`src/logic/touch_adc_pkg.sv`:
```
// Constants, types and field layouts for the touch-screen converter control.
// Assumes one system clock; all pins are sampled synchronously to it.
`default_nettype none

package touch_adc_pkg;

  // System clock
  localparam int          CLK_PERIOD_NS   = 40;

  // Control byte framing: counts are bits received after the start bit
  localparam int          CTRL_BITS       = 8;
  localparam logic [2:0]  BIT_CNT_CHAN    = 3'h2;
  localparam logic [2:0]  BIT_CNT_LAST    = 3'h6;

  // Conversion lengths in serial clocks, and full-scale code span
  localparam int          RES_FULL        = 12;
  localparam int          CODE_STEPS      = 4096;
  localparam logic [3:0]  CONV_STEPS_FULL = 4'hC;
  localparam logic [3:0]  CONV_STEPS_SHORT = 4'h8;

  // Channel codes
  localparam logic [2:0]  CH_X_PLATE      = 3'h1;
  localparam logic [2:0]  CH_Y_PLATE      = 3'h5;
  localparam logic [2:0]  CH_AUX_A        = 3'h2;
  localparam logic [2:0]  CH_AUX_B        = 3'h6;

  // Power-down codes
  localparam logic [1:0]  PD_AUTO_PEN     = 2'h0;
  localparam logic [1:0]  PD_AUTO_QUIET   = 2'h1;
  localparam logic [1:0]  PD_RESERVED     = 2'h2;
  localparam logic [1:0]  PD_ALWAYS_ON    = 2'h3;

  typedef enum logic [1:0] {
    ST_IDLE = 2'h0,
    ST_ACQ  = 2'h1,
    ST_CONV = 2'h3,
    ST_TAIL = 2'h2
  } conv_state_e;

  typedef enum logic [1:0] {
    REF_VREF_GND = 2'h0,
    REF_Y_PLATES = 2'h1,
    REF_X_PLATES = 2'h2
  } ref_route_e;

  // Control byte without its start bit, MSB first
  typedef struct packed {
    logic [2:0] channel_select;
    logic       mode8;
    logic       ref_mode_sel;
    logic [1:0] power_down_sel;
  } ctrl_byte_s;

  localparam ctrl_byte_s CTRL_RESET = '{channel_select: 3'h0, mode8: 1'b0,
                                        ref_mode_sel: 1'b1, power_down_sel: PD_AUTO_PEN};

  // Controls toward the analog front end
  typedef struct packed {
    logic [2:0] mux_sel;
    logic       drive_x;
    logic       drive_y;
    logic       y_neg_only;
    ref_route_e ref_route;
    logic       full_power;
    logic       hold;
  } analog_ctrl_s;

  localparam analog_ctrl_s ANALOG_RESET = '{mux_sel: 3'h0, drive_x: 1'b0, drive_y: 1'b0,
                                            y_neg_only: 1'b1, ref_route: REF_VREF_GND,
                                            full_power: 1'b0, hold: 1'b0};

endpackage

`default_nettype wire

```
`src/logic/sclk_edges.sv`:
```
// Edge detector for the host serial clock.
// Assumes the serial clock is already synchronous to clk_sys.
`timescale 1ns/1ps
`default_nettype none

module sclk_edges (
  // System
  input  wire logic clk_sys,
  input  wire logic srst,
  // Serial clock and its edges
  input  wire logic serial_clock_in,
  output logic      rise,
  output logic      fall
);

  logic prev;

  always_ff @(posedge clk_sys) begin
    if (srst) begin
      prev <= 1'b0;
    end else begin
      prev <= serial_clock_in;
    end
  end

  assign rise = serial_clock_in & ~prev;
  assign fall = ~serial_clock_in & prev;

endmodule // sclk_edges

`default_nettype wire

```
`src/logic/sar_engine.sv`:
```
// Successive-approximation register: trial code toward the DAC, one decision per step.
// Assumes the comparator answer is settled when step is pulsed.
`timescale 1ns/1ps
`default_nettype none

module sar_engine #(
  parameter int WIDTH = 12
) (
  // System
  input  wire logic             clk_sys,
  input  wire logic             srst,
  // Sequencing
  input  wire logic             start,
  input  wire logic             step,
  input  wire logic             cmp_high,
  // Trial code and decisions
  output logic [WIDTH-1:0]      trial,
  output logic [WIDTH-1:0]      mask,
  output logic                  last_bit
);

  always_ff @(posedge clk_sys) begin
    if (srst) begin
      trial    <= '0;
      mask     <= '0;
      last_bit <= 1'b0;
    end else if (start) begin
      trial    <= {1'b1, {(WIDTH-1){1'b0}}};
      mask     <= {1'b1, {(WIDTH-1){1'b0}}};
    end else if (step) begin
      // Keep or drop the bit under test, then try the next lower one
      trial    <= (cmp_high ? trial : (trial & ~mask)) | (mask >> 1);
      mask     <= mask >> 1;
      last_bit <= cmp_high;
    end
  end

endmodule // sar_engine

`default_nettype wire

```
`src/logic/touch_adc_serial_control.sv`:
```
// Serial control byte receiver and conversion sequencer of a touch-screen SAR converter.
// Assumes all pins are synchronous to clk_sys and the serial clock is much slower.
`timescale 1ns/1ps
`default_nettype none

// Function
// - A transfer is eight serial clocks; a full conversion takes 24.
// - Ignore serial input until a high start bit arrives.
// - Byte MSB first: start, channel, resolution, reference, power-down.
// - After channel bits, configure and acquire; hold when byte completes.
// - Twelve-bit conversion spans twelve serial clocks after the byte.
// - Last bit needs a thirteenth clock; filler clocks drive zero.
// - Differential keeps drive switches on in conversion; single-ended drops them.
// - Resolution bit zero gives 12 bits, one gives 8 bits.
// - Reference bit high single-ended, low differential; sets switch configuration.
// - Single-ended reference is pin to ground; differential spans enabled switches.
// - Differential with vertical drivers routes reference to vertical plates.
// - Accept a new overlapping control byte every 15 or 11 clocks.
// - Code 00: power down after conversion, pen interrupt on, lower vertical switch on.
// - Code 01: as 00 but pen interrupt off and lower switch off.
// - Code 11: always powered, pen interrupt off.
// - A new conversion wakes from power-down instantly.
// - Full result is a straight 12-bit code of 4096 steps.
// - Serial input sampled on rising serial clock only while selected.
// - Output shifts on falling serial clock; released while deselected.
// - Single-ended channels select plates or auxiliaries, driving opposite plate or none.
// - Eight-bit conversion finishes four clocks earlier.
module touch_adc_serial_control
  import touch_adc_pkg::*;
#(
  parameter int RES_BITS = RES_FULL
) (
  // System
  input  wire logic                       clk_sys,
  input  wire logic                       srst,
  // Serial link
  input  wire logic                       serial_clock_in,
  input  wire logic                       cs_n,
  input  wire logic                       serial_data_in,
  output logic                            serial_data_out,
  output logic                            serial_data_out_oe,
  output logic                            busy,
  output logic                            busy_oe,
  // Pen interrupt, open drain
  output logic                            touch_irq_n,
  output logic                            touch_irq_n_oe,
  // Analog front end
  input  wire logic                       pen_contact,
  input  wire logic                       cmp_high,
  output touch_adc_pkg::analog_ctrl_s     analog,
  output logic [RES_BITS-1:0]             sar_trial,
  // Result to user logic
  output logic [RES_BITS-1:0]             result,
  output logic                            result_valid
);
  import touch_adc_pkg::*;

  logic                rise;
  logic                fall;
  logic                rx_active;
  logic [2:0]          rx_cnt;
  logic [5:0]          rx_shift;
  logic                chan_seen;
  logic                byte_done;
  ctrl_byte_s          byte_in;
  ctrl_byte_s          acq_cfg;
  ctrl_byte_s          conv_cfg;
  ctrl_byte_s          cfg;
  logic                acq_pend;
  conv_state_e         state;
  conv_state_e         next_state;
  logic [3:0]          conv_cnt;
  logic [3:0]          nbits;
  logic [RES_BITS-1:0] sar_mask;
  logic                sar_bit;
  logic                sw_on;
  logic                pen_en;
  analog_ctrl_s        next_analog;

  sclk_edges u_edges (
    .clk_sys         (clk_sys),
    .srst            (srst),
    .serial_clock_in (serial_clock_in),
    .rise            (rise),
    .fall            (fall)
  );

  // Control byte receiver
  assign chan_seen = rise & ~cs_n & rx_active & (rx_cnt == BIT_CNT_CHAN);
  assign byte_done = rise & ~cs_n & rx_active & (rx_cnt == BIT_CNT_LAST);
  assign byte_in   = ctrl_byte_s'({rx_shift, serial_data_in});

  always_ff @(posedge clk_sys) begin
    if (srst) begin
      rx_active <= 1'b0;
      rx_cnt    <= 3'h0;
      rx_shift  <= 6'h00;
    end else if (cs_n) begin
      rx_active <= 1'b0;
    end else if (rise) begin
      if (!rx_active) begin
        if (serial_data_in) begin
          rx_active <= 1'b1;
          rx_cnt    <= 3'h0;
        end
      end else begin
        rx_shift <= {rx_shift[4:0], serial_data_in};
        rx_cnt   <= rx_cnt + 3'h1;
        if (rx_cnt == BIT_CNT_LAST) begin
          rx_active <= 1'b0;
        end
      end
    end
  end

  // Configuration for the acquisition in progress and the conversion in progress
  always_ff @(posedge clk_sys) begin
    if (srst) begin
      acq_cfg  <= CTRL_RESET;
      conv_cfg <= CTRL_RESET;
    end else begin
      if (chan_seen) begin
        acq_cfg.channel_select <= {rx_shift[1:0], serial_data_in};
      end
      if (byte_done) begin
        acq_cfg <= byte_in;
      end
      if (byte_done && state == ST_ACQ) begin
        conv_cfg <= byte_in;
      end
    end
  end

  // A byte may start while the previous conversion still runs
  always_ff @(posedge clk_sys) begin
    if (srst) begin
      acq_pend <= 1'b0;
    end else if (chan_seen && (state == ST_CONV || state == ST_TAIL)) begin
      acq_pend <= 1'b1;
    end else if (state == ST_TAIL && fall) begin
      acq_pend <= 1'b0;
    end
  end

  assign nbits = conv_cfg.mode8 ? CONV_STEPS_SHORT : CONV_STEPS_FULL;

  // Conversion sequencer
  always_comb begin
    next_state = state;
    case (state)
      ST_IDLE: begin
        if (chan_seen) begin
          next_state = ST_ACQ;
        end
      end
      ST_ACQ: begin
        if (byte_done) begin
          next_state = ST_CONV;
        end else if (cs_n && !acq_pend) begin
          next_state = ST_IDLE;
        end
      end
      ST_CONV: begin
        if (rise && conv_cnt == nbits - 4'h1) begin
          next_state = ST_TAIL;
        end
      end
      ST_TAIL: begin
        if (fall) begin
          next_state = acq_pend ? ST_ACQ : ST_IDLE;
        end
      end
      default: begin
        next_state = ST_IDLE;
      end
    endcase
  end

  always_ff @(posedge clk_sys) begin
    if (srst) begin
      state <= ST_IDLE;
    end else begin
      state <= next_state;
    end
  end

  always_ff @(posedge clk_sys) begin
    if (srst) begin
      conv_cnt <= 4'h0;
    end else if (byte_done && state == ST_ACQ) begin
      conv_cnt <= 4'h0;
    end else if (rise && state == ST_CONV) begin
      conv_cnt <= conv_cnt + 4'h1;
    end
  end

  sar_engine #(
    .WIDTH (RES_BITS)
  ) u_sar (
    .clk_sys  (clk_sys),
    .srst     (srst),
    .start    (byte_done && state == ST_ACQ),
    .step     (rise && state == ST_CONV),
    .cmp_high (cmp_high),
    .trial    (sar_trial),
    .mask     (sar_mask),
    .last_bit (sar_bit)
  );

  // Result shifting and busy, both on the falling serial clock
  always_ff @(posedge clk_sys) begin
    if (srst) begin
      serial_data_out <= 1'b0;
      busy            <= 1'b0;
    end else if (fall) begin
      case (state)
        ST_CONV: begin
          busy            <= 1'b1;
          serial_data_out <= (conv_cnt != 4'h0) ? sar_bit : 1'b0;
        end
        ST_TAIL: begin
          busy            <= 1'b0;
          serial_data_out <= sar_bit;
        end
        default: begin
          busy            <= 1'b0;
          serial_data_out <= 1'b0;
        end
      endcase
    end
  end

  // Pins released while deselected; the pads see no timing hazard at this rate
  assign serial_data_out_oe = ~cs_n;
  assign busy_oe            = ~cs_n;

  // Final code; the bit under test is dropped so 8-bit results end in zeros
  always_ff @(posedge clk_sys) begin
    if (srst) begin
      result       <= '0;
      result_valid <= 1'b0;
    end else begin
      result_valid <= (state == ST_TAIL) && fall;
      if (state == ST_TAIL && fall) begin
        result <= sar_trial & ~sar_mask;
      end
    end
  end

  // Analog front-end configuration
  always_comb begin
    cfg         = (state == ST_ACQ) ? acq_cfg : conv_cfg;
    sw_on       = (state == ST_ACQ) || (state == ST_CONV && !cfg.ref_mode_sel);
    pen_en      = (state == ST_IDLE) && (conv_cfg.power_down_sel == PD_AUTO_PEN);
    next_analog = ANALOG_RESET;
    next_analog.mux_sel    = cfg.channel_select;
    next_analog.drive_y    = sw_on && cfg.channel_select == CH_X_PLATE;
    next_analog.drive_x    = sw_on && cfg.channel_select == CH_Y_PLATE;
    next_analog.y_neg_only = pen_en;
    next_analog.hold       = (state == ST_CONV) || (state == ST_TAIL);
    next_analog.full_power = (state != ST_IDLE) || (conv_cfg.power_down_sel == PD_ALWAYS_ON);
    if (!cfg.ref_mode_sel && cfg.channel_select == CH_X_PLATE) begin
      next_analog.ref_route = REF_Y_PLATES;
    end else if (!cfg.ref_mode_sel && cfg.channel_select == CH_Y_PLATE) begin
      next_analog.ref_route = REF_X_PLATES;
    end else begin
      next_analog.ref_route = REF_VREF_GND;
    end
  end

  always_ff @(posedge clk_sys) begin
    if (srst) begin
      analog         <= ANALOG_RESET;
      touch_irq_n_oe <= 1'b0;
    end else begin
      analog         <= next_analog;
      touch_irq_n_oe <= pen_en && pen_contact;
    end
  end

  assign touch_irq_n = 1'b0;
endmodule // touch_adc_serial_control

`default_nettype wire

```
`config.mk`:
```
export PLATFORM = sky130hd
export DESIGN_NAME = touch_adc_serial_control
export DESIGN_NICKNAME = d
export VERILOG_FILES = /design/src/logic/touch_adc_pkg.sv /design/src/logic/sclk_edges.sv /design/src/logic/sar_engine.sv /design/src/logic/touch_adc_serial_control.sv
export SDC_FILE = /design/constraint.sdc
export NUM_CORES = 1
export LEC_CHECK = 0
export ABC_AREA = 1
export BUFFER_PORTS_ARGS = -buffer_cell sky130_fd_sc_hd__buf_2
export CORE_UTILIZATION = 50
export CTS_CLUSTER_DIAMETER = 40
export DETAILED_ROUTE_END_ITERATION = 8
export HOLD_SLACK_MARGIN = 0.08
export PLACE_DENSITY = 0.79
export SYNTH_ARGS = -nofsm -noshare
export SYNTH_HDL_FRONTEND = slang
export SYNTH_HIERARCHICAL = 1
export SYNTH_SLANG_ARGS = --single-unit
```
`constraint.sdc`:
```
create_clock -name clk_sys -period 1.9 [get_ports clk_sys]
set_input_delay 0.19 -clock clk_sys [delete_from_list [all_inputs] [get_ports clk_sys]]
set_output_delay 0.19 -clock clk_sys [all_outputs]
set_load 0.02 [all_outputs]
```
# Yosys cells after proc, flatten, opt, wreduce, memory -nomap -nowiden
# Cells that the tools add are included.
dict set report totals {
  word_cells 123
  romBits 0
  regBits 83
  latchBits 0
  mem_bits_rw 0
  out_inout_bits 41
  memories 0
}
dict set report op_classes {
  n_eq_ne 13
  reduce_logical 33
  n_addsub 3
  n_bitwise 13
  n_shift 0
  mul 0
  magnitude_cmp 0
  div 0
  mux 28
}
# operator n
set op_table {}
lappend op_table {{$mux 12} 5}
lappend op_table {{$mux 7} 2}
lappend op_table {{$logic_and 1x1->1} 13}
lappend op_table {{$and 12x12->12} 1}
lappend op_table {{$mux 2} 6}
lappend op_table {{$mux 3} 4}
lappend op_table {{$not 12->12} 1}
lappend op_table {{$or 12x11->12} 1}
lappend op_table {{$reduce_bool 2->1} 5}
lappend op_table {{$mux 1} 9}
lappend op_table {{$pmux 2 s4} 1}
lappend op_table {{$and 1x1->1} 6}
lappend op_table {{$eq 2x2->1 const B} 3}
lappend op_table {{$eq 3x3->1 const B} 2}
lappend op_table {{$ne 2x2->1 const B} 3}
lappend op_table {{$reduce_and 3->1} 2}
lappend op_table {{$reduce_or 2->1} 3}
lappend op_table {{$add 4x1->4 const B} 1}
lappend op_table {{$eq 4x4->1} 1}
lappend op_table {{$logic_not 2->1} 2}
lappend op_table {{$not 1->1} 4}
lappend op_table {{$reduce_and 4->1} 1}
lappend op_table {{$reduce_bool 4->1} 1}
lappend op_table {{$sub 4x1->4 const B} 1}
lappend op_table {{9 further kinds} 12}

# Logic depth before layout (Yosys ltp)
dict set report depth {
  ltp_word 8
  mapped_depth 11
}

# By module
# The synthesis kept the hierarchy.
# module seq_area_each_um2 area_each_um2 n_inst cells_per_inst
set by_module_without_submodules {}
lappend by_module_without_submodules {touch_adc_serial_control 1081.0 2214.6 1 280}
lappend by_module_without_submodules {sar_engine 500.5 893.4 1 112}
lappend by_module_without_submodules {sclk_edges 20.0 38.8 1 6}

# Worst setup path before layout
# Ideal clock, no wire load.
dict set report synth_timing {
  path_type {register to register}
  startpoint {register u_edges.prev}
  endpoint {register u_sar.mask[0]}
  required_ps 1780
  synth_period_minus_slack_ps 1599
  setup_ps 120
  arrival_time_ps 1480
  stages_incl_launch_ff 10
  path_slack_ps 301
  cell_sequence {dfxtp_1 > nor2_1 > nand2_2 > nor2_4 > nand2_2 > nor2_8 > inv_1 > nand2_1 > buf_2 > a21oi_1}
}
dict set report synth_via {
  elab_chain_cells 7
  elab_cells_between_ends 8
  cone_classes {bitwise (5); reduce/logical (3)}
}
# item line
set synth_lines {}
lappend synth_lines {{start: declaration} sclk_edges.sv:16} ;# logic prev;
lappend synth_lines {{start signal: assignment} sclk_edges.sv:22} ;# prev <= serial_clock_in;
lappend synth_lines {{$not 1->1 (*)} sclk_edges.sv:26} ;# assign rise = serial_clock_in & ~prev;
lappend synth_lines {{$and 1x1->1 (*)} sclk_edges.sv:26}
lappend synth_lines {{named net rise} touch_adc_serial_control.sv:58} ;# logic rise;
lappend synth_lines {{$and 1x1->1 (3 in series)} touch_adc_serial_control.sv:90} ;# assign byte_done = rise & ~cs_n & rx_active & (rx_cnt == BIT_CNT_LAST);
lappend synth_lines {{$logic_and 1x1->1} touch_adc_serial_control.sv:202} ;# .start (byte_done && state == ST_ACQ),
lappend synth_lines {{$reduce_or 2->1 (no source line)} n/a}
lappend synth_lines {{end signal: assignment} sar_engine.sv:29} ;# mask <= {1'b1, {(WIDTH-1){1'b0}}};
lappend synth_lines {{end signal: assignment} sar_engine.sv:33} ;# mask <= mask >> 1;
lappend synth_lines {{end: declaration} sar_engine.sv:18} ;# output logic [WIDTH-1:0] mask,
# The timed path passes the listed nets; every way through them passes the cells marked *.
# A chain may end at the register's enable or synchronous reset.

# Final worst setup path
dict set report layout_timing {
  startpoint {register u_edges.prev}
  endpoint {register u_sar.trial[2]}
}
dict set report layout_via {
  elab_chain_cells 7
  elab_cells_between_ends 8
  cone_classes {bitwise (5); reduce/logical (3)}
}
# item line
set layout_lines {}
lappend layout_lines {{$not 1->1 (*)} sclk_edges.sv:26}
lappend layout_lines {{$and 1x1->1 (*)} sclk_edges.sv:26}
lappend layout_lines {{named net rise} touch_adc_serial_control.sv:58}
lappend layout_lines {{$and 1x1->1 (3 in series)} touch_adc_serial_control.sv:90}
lappend layout_lines {{$logic_and 1x1->1} touch_adc_serial_control.sv:202}
lappend layout_lines {{$reduce_or 2->1 (no source line)} n/a}
lappend layout_lines {{end signal: assignment} sar_engine.sv:28} ;# trial <= {1'b1, {(WIDTH-1){1'b0}}};
lappend layout_lines {{end signal: assignment} sar_engine.sv:32} ;# trial <= (cmp_high ? trial : (trial & ~mask)) | (mask >> 1);
lappend layout_lines {{end: declaration} sar_engine.sv:17} ;# output logic [WIDTH-1:0] trial,
# Marks and branches as above.

==> run_results.csv <==
group,metric,value,unit
place,routabilityCongestion,0.779,
power,ir_drop,0.540,mV
synth,synth_most_common_cell,"nand2_1",
synth,yosysSeqAreaShare,50.9,%
critical_path,cp-start-kind,"flip-flop",
grt,overflow,0,
synth,netlist_instances,398,
synth,ys.flop_type,"dfxtp_1",
power,totalPowerFinal,3.02,mW
detailed_routing,viasPerCell,5.17,
clocking,clk_pin_slew,80,ps
floorplan,die_area,0.00661,mm^2
synth,synthTopCellsByCount,"88 x nand2_1, 80 x dfxtp_1, 51 x a21oi_1",
grt,grt_max_degree,33,
synth,synth_top_cell_by_area,"dfxtp_1",
outcome,outcome,"finished, final reports clean",
critical_path,crit_buf_inv,2,
detailed_routing,num_vias,2721,
worst_hold_path,min_path_type,"in -> reg",
timing,holdWs,102,ps
critical_path,path_common_cell,"nand2_2",
synth,synth.area.top_cells,"dfxtp_1 51%, nand2_1 10%, a21oi_1 8.1%",
timing,hold_violations,0,
timing,fmax,0.585,GHz
synth,yosysTopAreaCellShare,50.9,%
critical_path,reg2reg_from,"u_edges/prev$_SDFF_PP0_",
timing,rsz0062_at_grt,"false",
synth,ys_warn_count,6,
place,io_buffers,46,
place,dp_slack,95.5,ps
synth,syn-mean-instance-area,7.91,um^2
clocking,cts_root_buffer,"clkbuf_8",
clocking,cts_max_path_buffers,2,
synth,synth-edff-count,0,
timing,finalWorstSetupSlack,191,ps
clocking,clock_sinks,80,
critical_path,critPathMaxStageDelay,320,ps
detailed_routing,wl_per_cell,13.1,um
grt,grt_pass1_vias,2547,
critical_path,required,2120,ps
detailed_routing,antenna_left,0,
clocking,clk_latency,350,ps
flow_run,cap_violations,0,
synth,ys_ff_latch,80,
critical_path,critPathCaptureType,"flip-flop",
final_layout,area_growth,15.3,%
place,dp_hpwl,4680,um
critical_path,slowest_stage,"dfxtp_1",
final_layout,nets,457,
detailed_routing,drtIter0Drc,151,
clocking,htree_levels,3,
detailed_routing,routed_wl,6880,um
worst_hold_path,hp-start,"cs_n",
grt,grt_pass1_wl,11600,um
floorplan,core,0.00599,mm^2
timing,finalSetupTns,0,ps
detailed_routing,drc,0,
floorplan,die_width,81.3,um
timing,fin_crit_sh,90.0,%
final_layout,n_antenna_cell,0,
grt,grt_antenna_before_repair,0,
floorplan,fp-row-count,28,
final_layout,fillers,535,
clocking,cts_tree,"done",
critical_path,startpoint,"u_edges/prev$_SDFF_PP0_",
synth,netlist-cell-type-count,33,
final_layout,multiInputGateArea,0.00131,mm^2
clocking,cts_setup_buffers,0,
synth,synth_area,0.00315,mm^2
critical_path,path_max_fanout,22,
timing,skew,11.4,ps
critical_path,arrival,1930,ps
final_layout,seq_area,0.00160,mm^2
floorplan,fp.dieH,81.3,um
floorplan,start_util,52.5,%
critical_path,path_delay_family,"simple AND/OR/NAND/NOR gates",
grt,track_usage,23.1,%
timing,slew_violations,0,
timing,setup_violations,0,
floorplan,ios,48,
timing,fin_crit,1710,ps
detailed_routing,drtPass1Iterations,4,
synth,syn_nets,409,
power,power.density,833,mW/mm^2
clocking,cts_inserted_buffers,9,
power,p_leak,1.60,nW
synth,synth-async-reset-ratio,0,%
final_layout,drive_gt1_share,18.2,%
critical_path,path_class,"reg -> reg",
critical_path,path_cells,"nor2_2 -> nand2_2 -> nor2_4 -> nand2_2 -> nor2_8 -> inv_1 -> nand2_1 -> buf_4 -> a21oi_1",
-- sequential cells by signal (all words and copies together) (netlist names) --
name / count
u_sar/trial: 12
rx_shift: 6
busy: 1
acq_cfg: 4
serial_data_out: 1
analog: 10
conv_cfg: 7
u_sar/last_bit: 1
rx_active: 1
conv_cnt: 4
result_valid: 1
u_edges/prev: 1
touch_irq_n_oe: 1
rx_cnt: 3
state: 2
result: 12
u_sar/mask: 12
acq_pend: 1
-- metrics by stage --
step | utilization (%) | instances | instance area [um^2]
2_1_floorplan | - | 398 | 3150
3_3_place_gp | 57.0 | 509 | 3420
5_1_grt | 60.6 | 526 | 3630
3_5_place_dp | 57.0 | 509 | 3420
6_report | 60.6 | 526 | 3630
4_1_cts | 60.5 | 526 | 3630
-- final cells by class --
cell class                      instances  share of cell area [%]
Multi-Input combinational cell        268                    36.2
Clock inverter                          4                    1.48
Timing Repair Buffer                   54                    8.07
Inverter                               33                    3.55
Clock buffer                           12                    4.00
Tap cell                               75                    2.59
Sequential cell                        80                    44.1
-- kinds of logic (layout without fill, tap and decap cells) --
group           Yosys count  in the layout  synth area share, %
compound gates           75             75                 12.3
simple gates            187            187                 27.4
fa+ha+maj                 4              4                 1.59
xor+xnor                  1              1                0.278
flops                    80             80                 50.9
other cells               1              1                0.119
buf+inv                  50            103                 7.47
-- timing repair --
| item | in CTS | in global routing |
|---|---|---|
| gates resized for setup | 0 | 1 |
| setup endpoints to repair | 0 | 23 |
| hold buffers | 1 | 0 |
| hold endpoints to repair | 1 | 0 |
-- layout by cell type, fill, tap and decap left out, drive strengths merged --
master       count
a21oi           51
buf             53
bufinv           1
clkbuf          12
clkinv           1
clkinvlp         2
conb             1
dfxtp           80
dlygate4sd3      1
ha               4
inv             33
nand2           94
nand3           35
nand3b          12
nor2            38
nor3             2
nor3b            1
nor4             2
o211ai           2
o21ai           20
o221ai           1
o31ai            1
or2              2
or3              1
xor2             1
-- routing by layer --
layer	vias to the layer above	wire length [um]	part of all wire [%]	global-route usage, %
li1	1395	-	-	-
met1	1257	3130	46	29.3
met2	58	3320	48	37.0
met3	11	311	4.5	5.51
met4	0	118	1.7	10.2
met5	-	0	0	0
-- power breakdown --
group          switching, mW  internal (mW)
Combinational         0.0589         0.0221
Sequential           0.00290           1.68
Clock                  0.611          0.647
-- final timing paths --
check | endpoint | slack, ps | cells past startpoint
setup reg to reg | u_sar/trial[2]$_SDFFE_PP0P_ | 190 | 9
hold reg to reg | conv_cfg[5]$_SDFFE_PP0P_ | 460 | 2
setup / recovery | u_sar/trial[2]$_SDFFE_PP0P_ | 190 | 9
hold / removal | rx_active$_SDFFE_PP0P_ | 100 | 2
No activity file was read; power rests on OpenSTA's default activity.
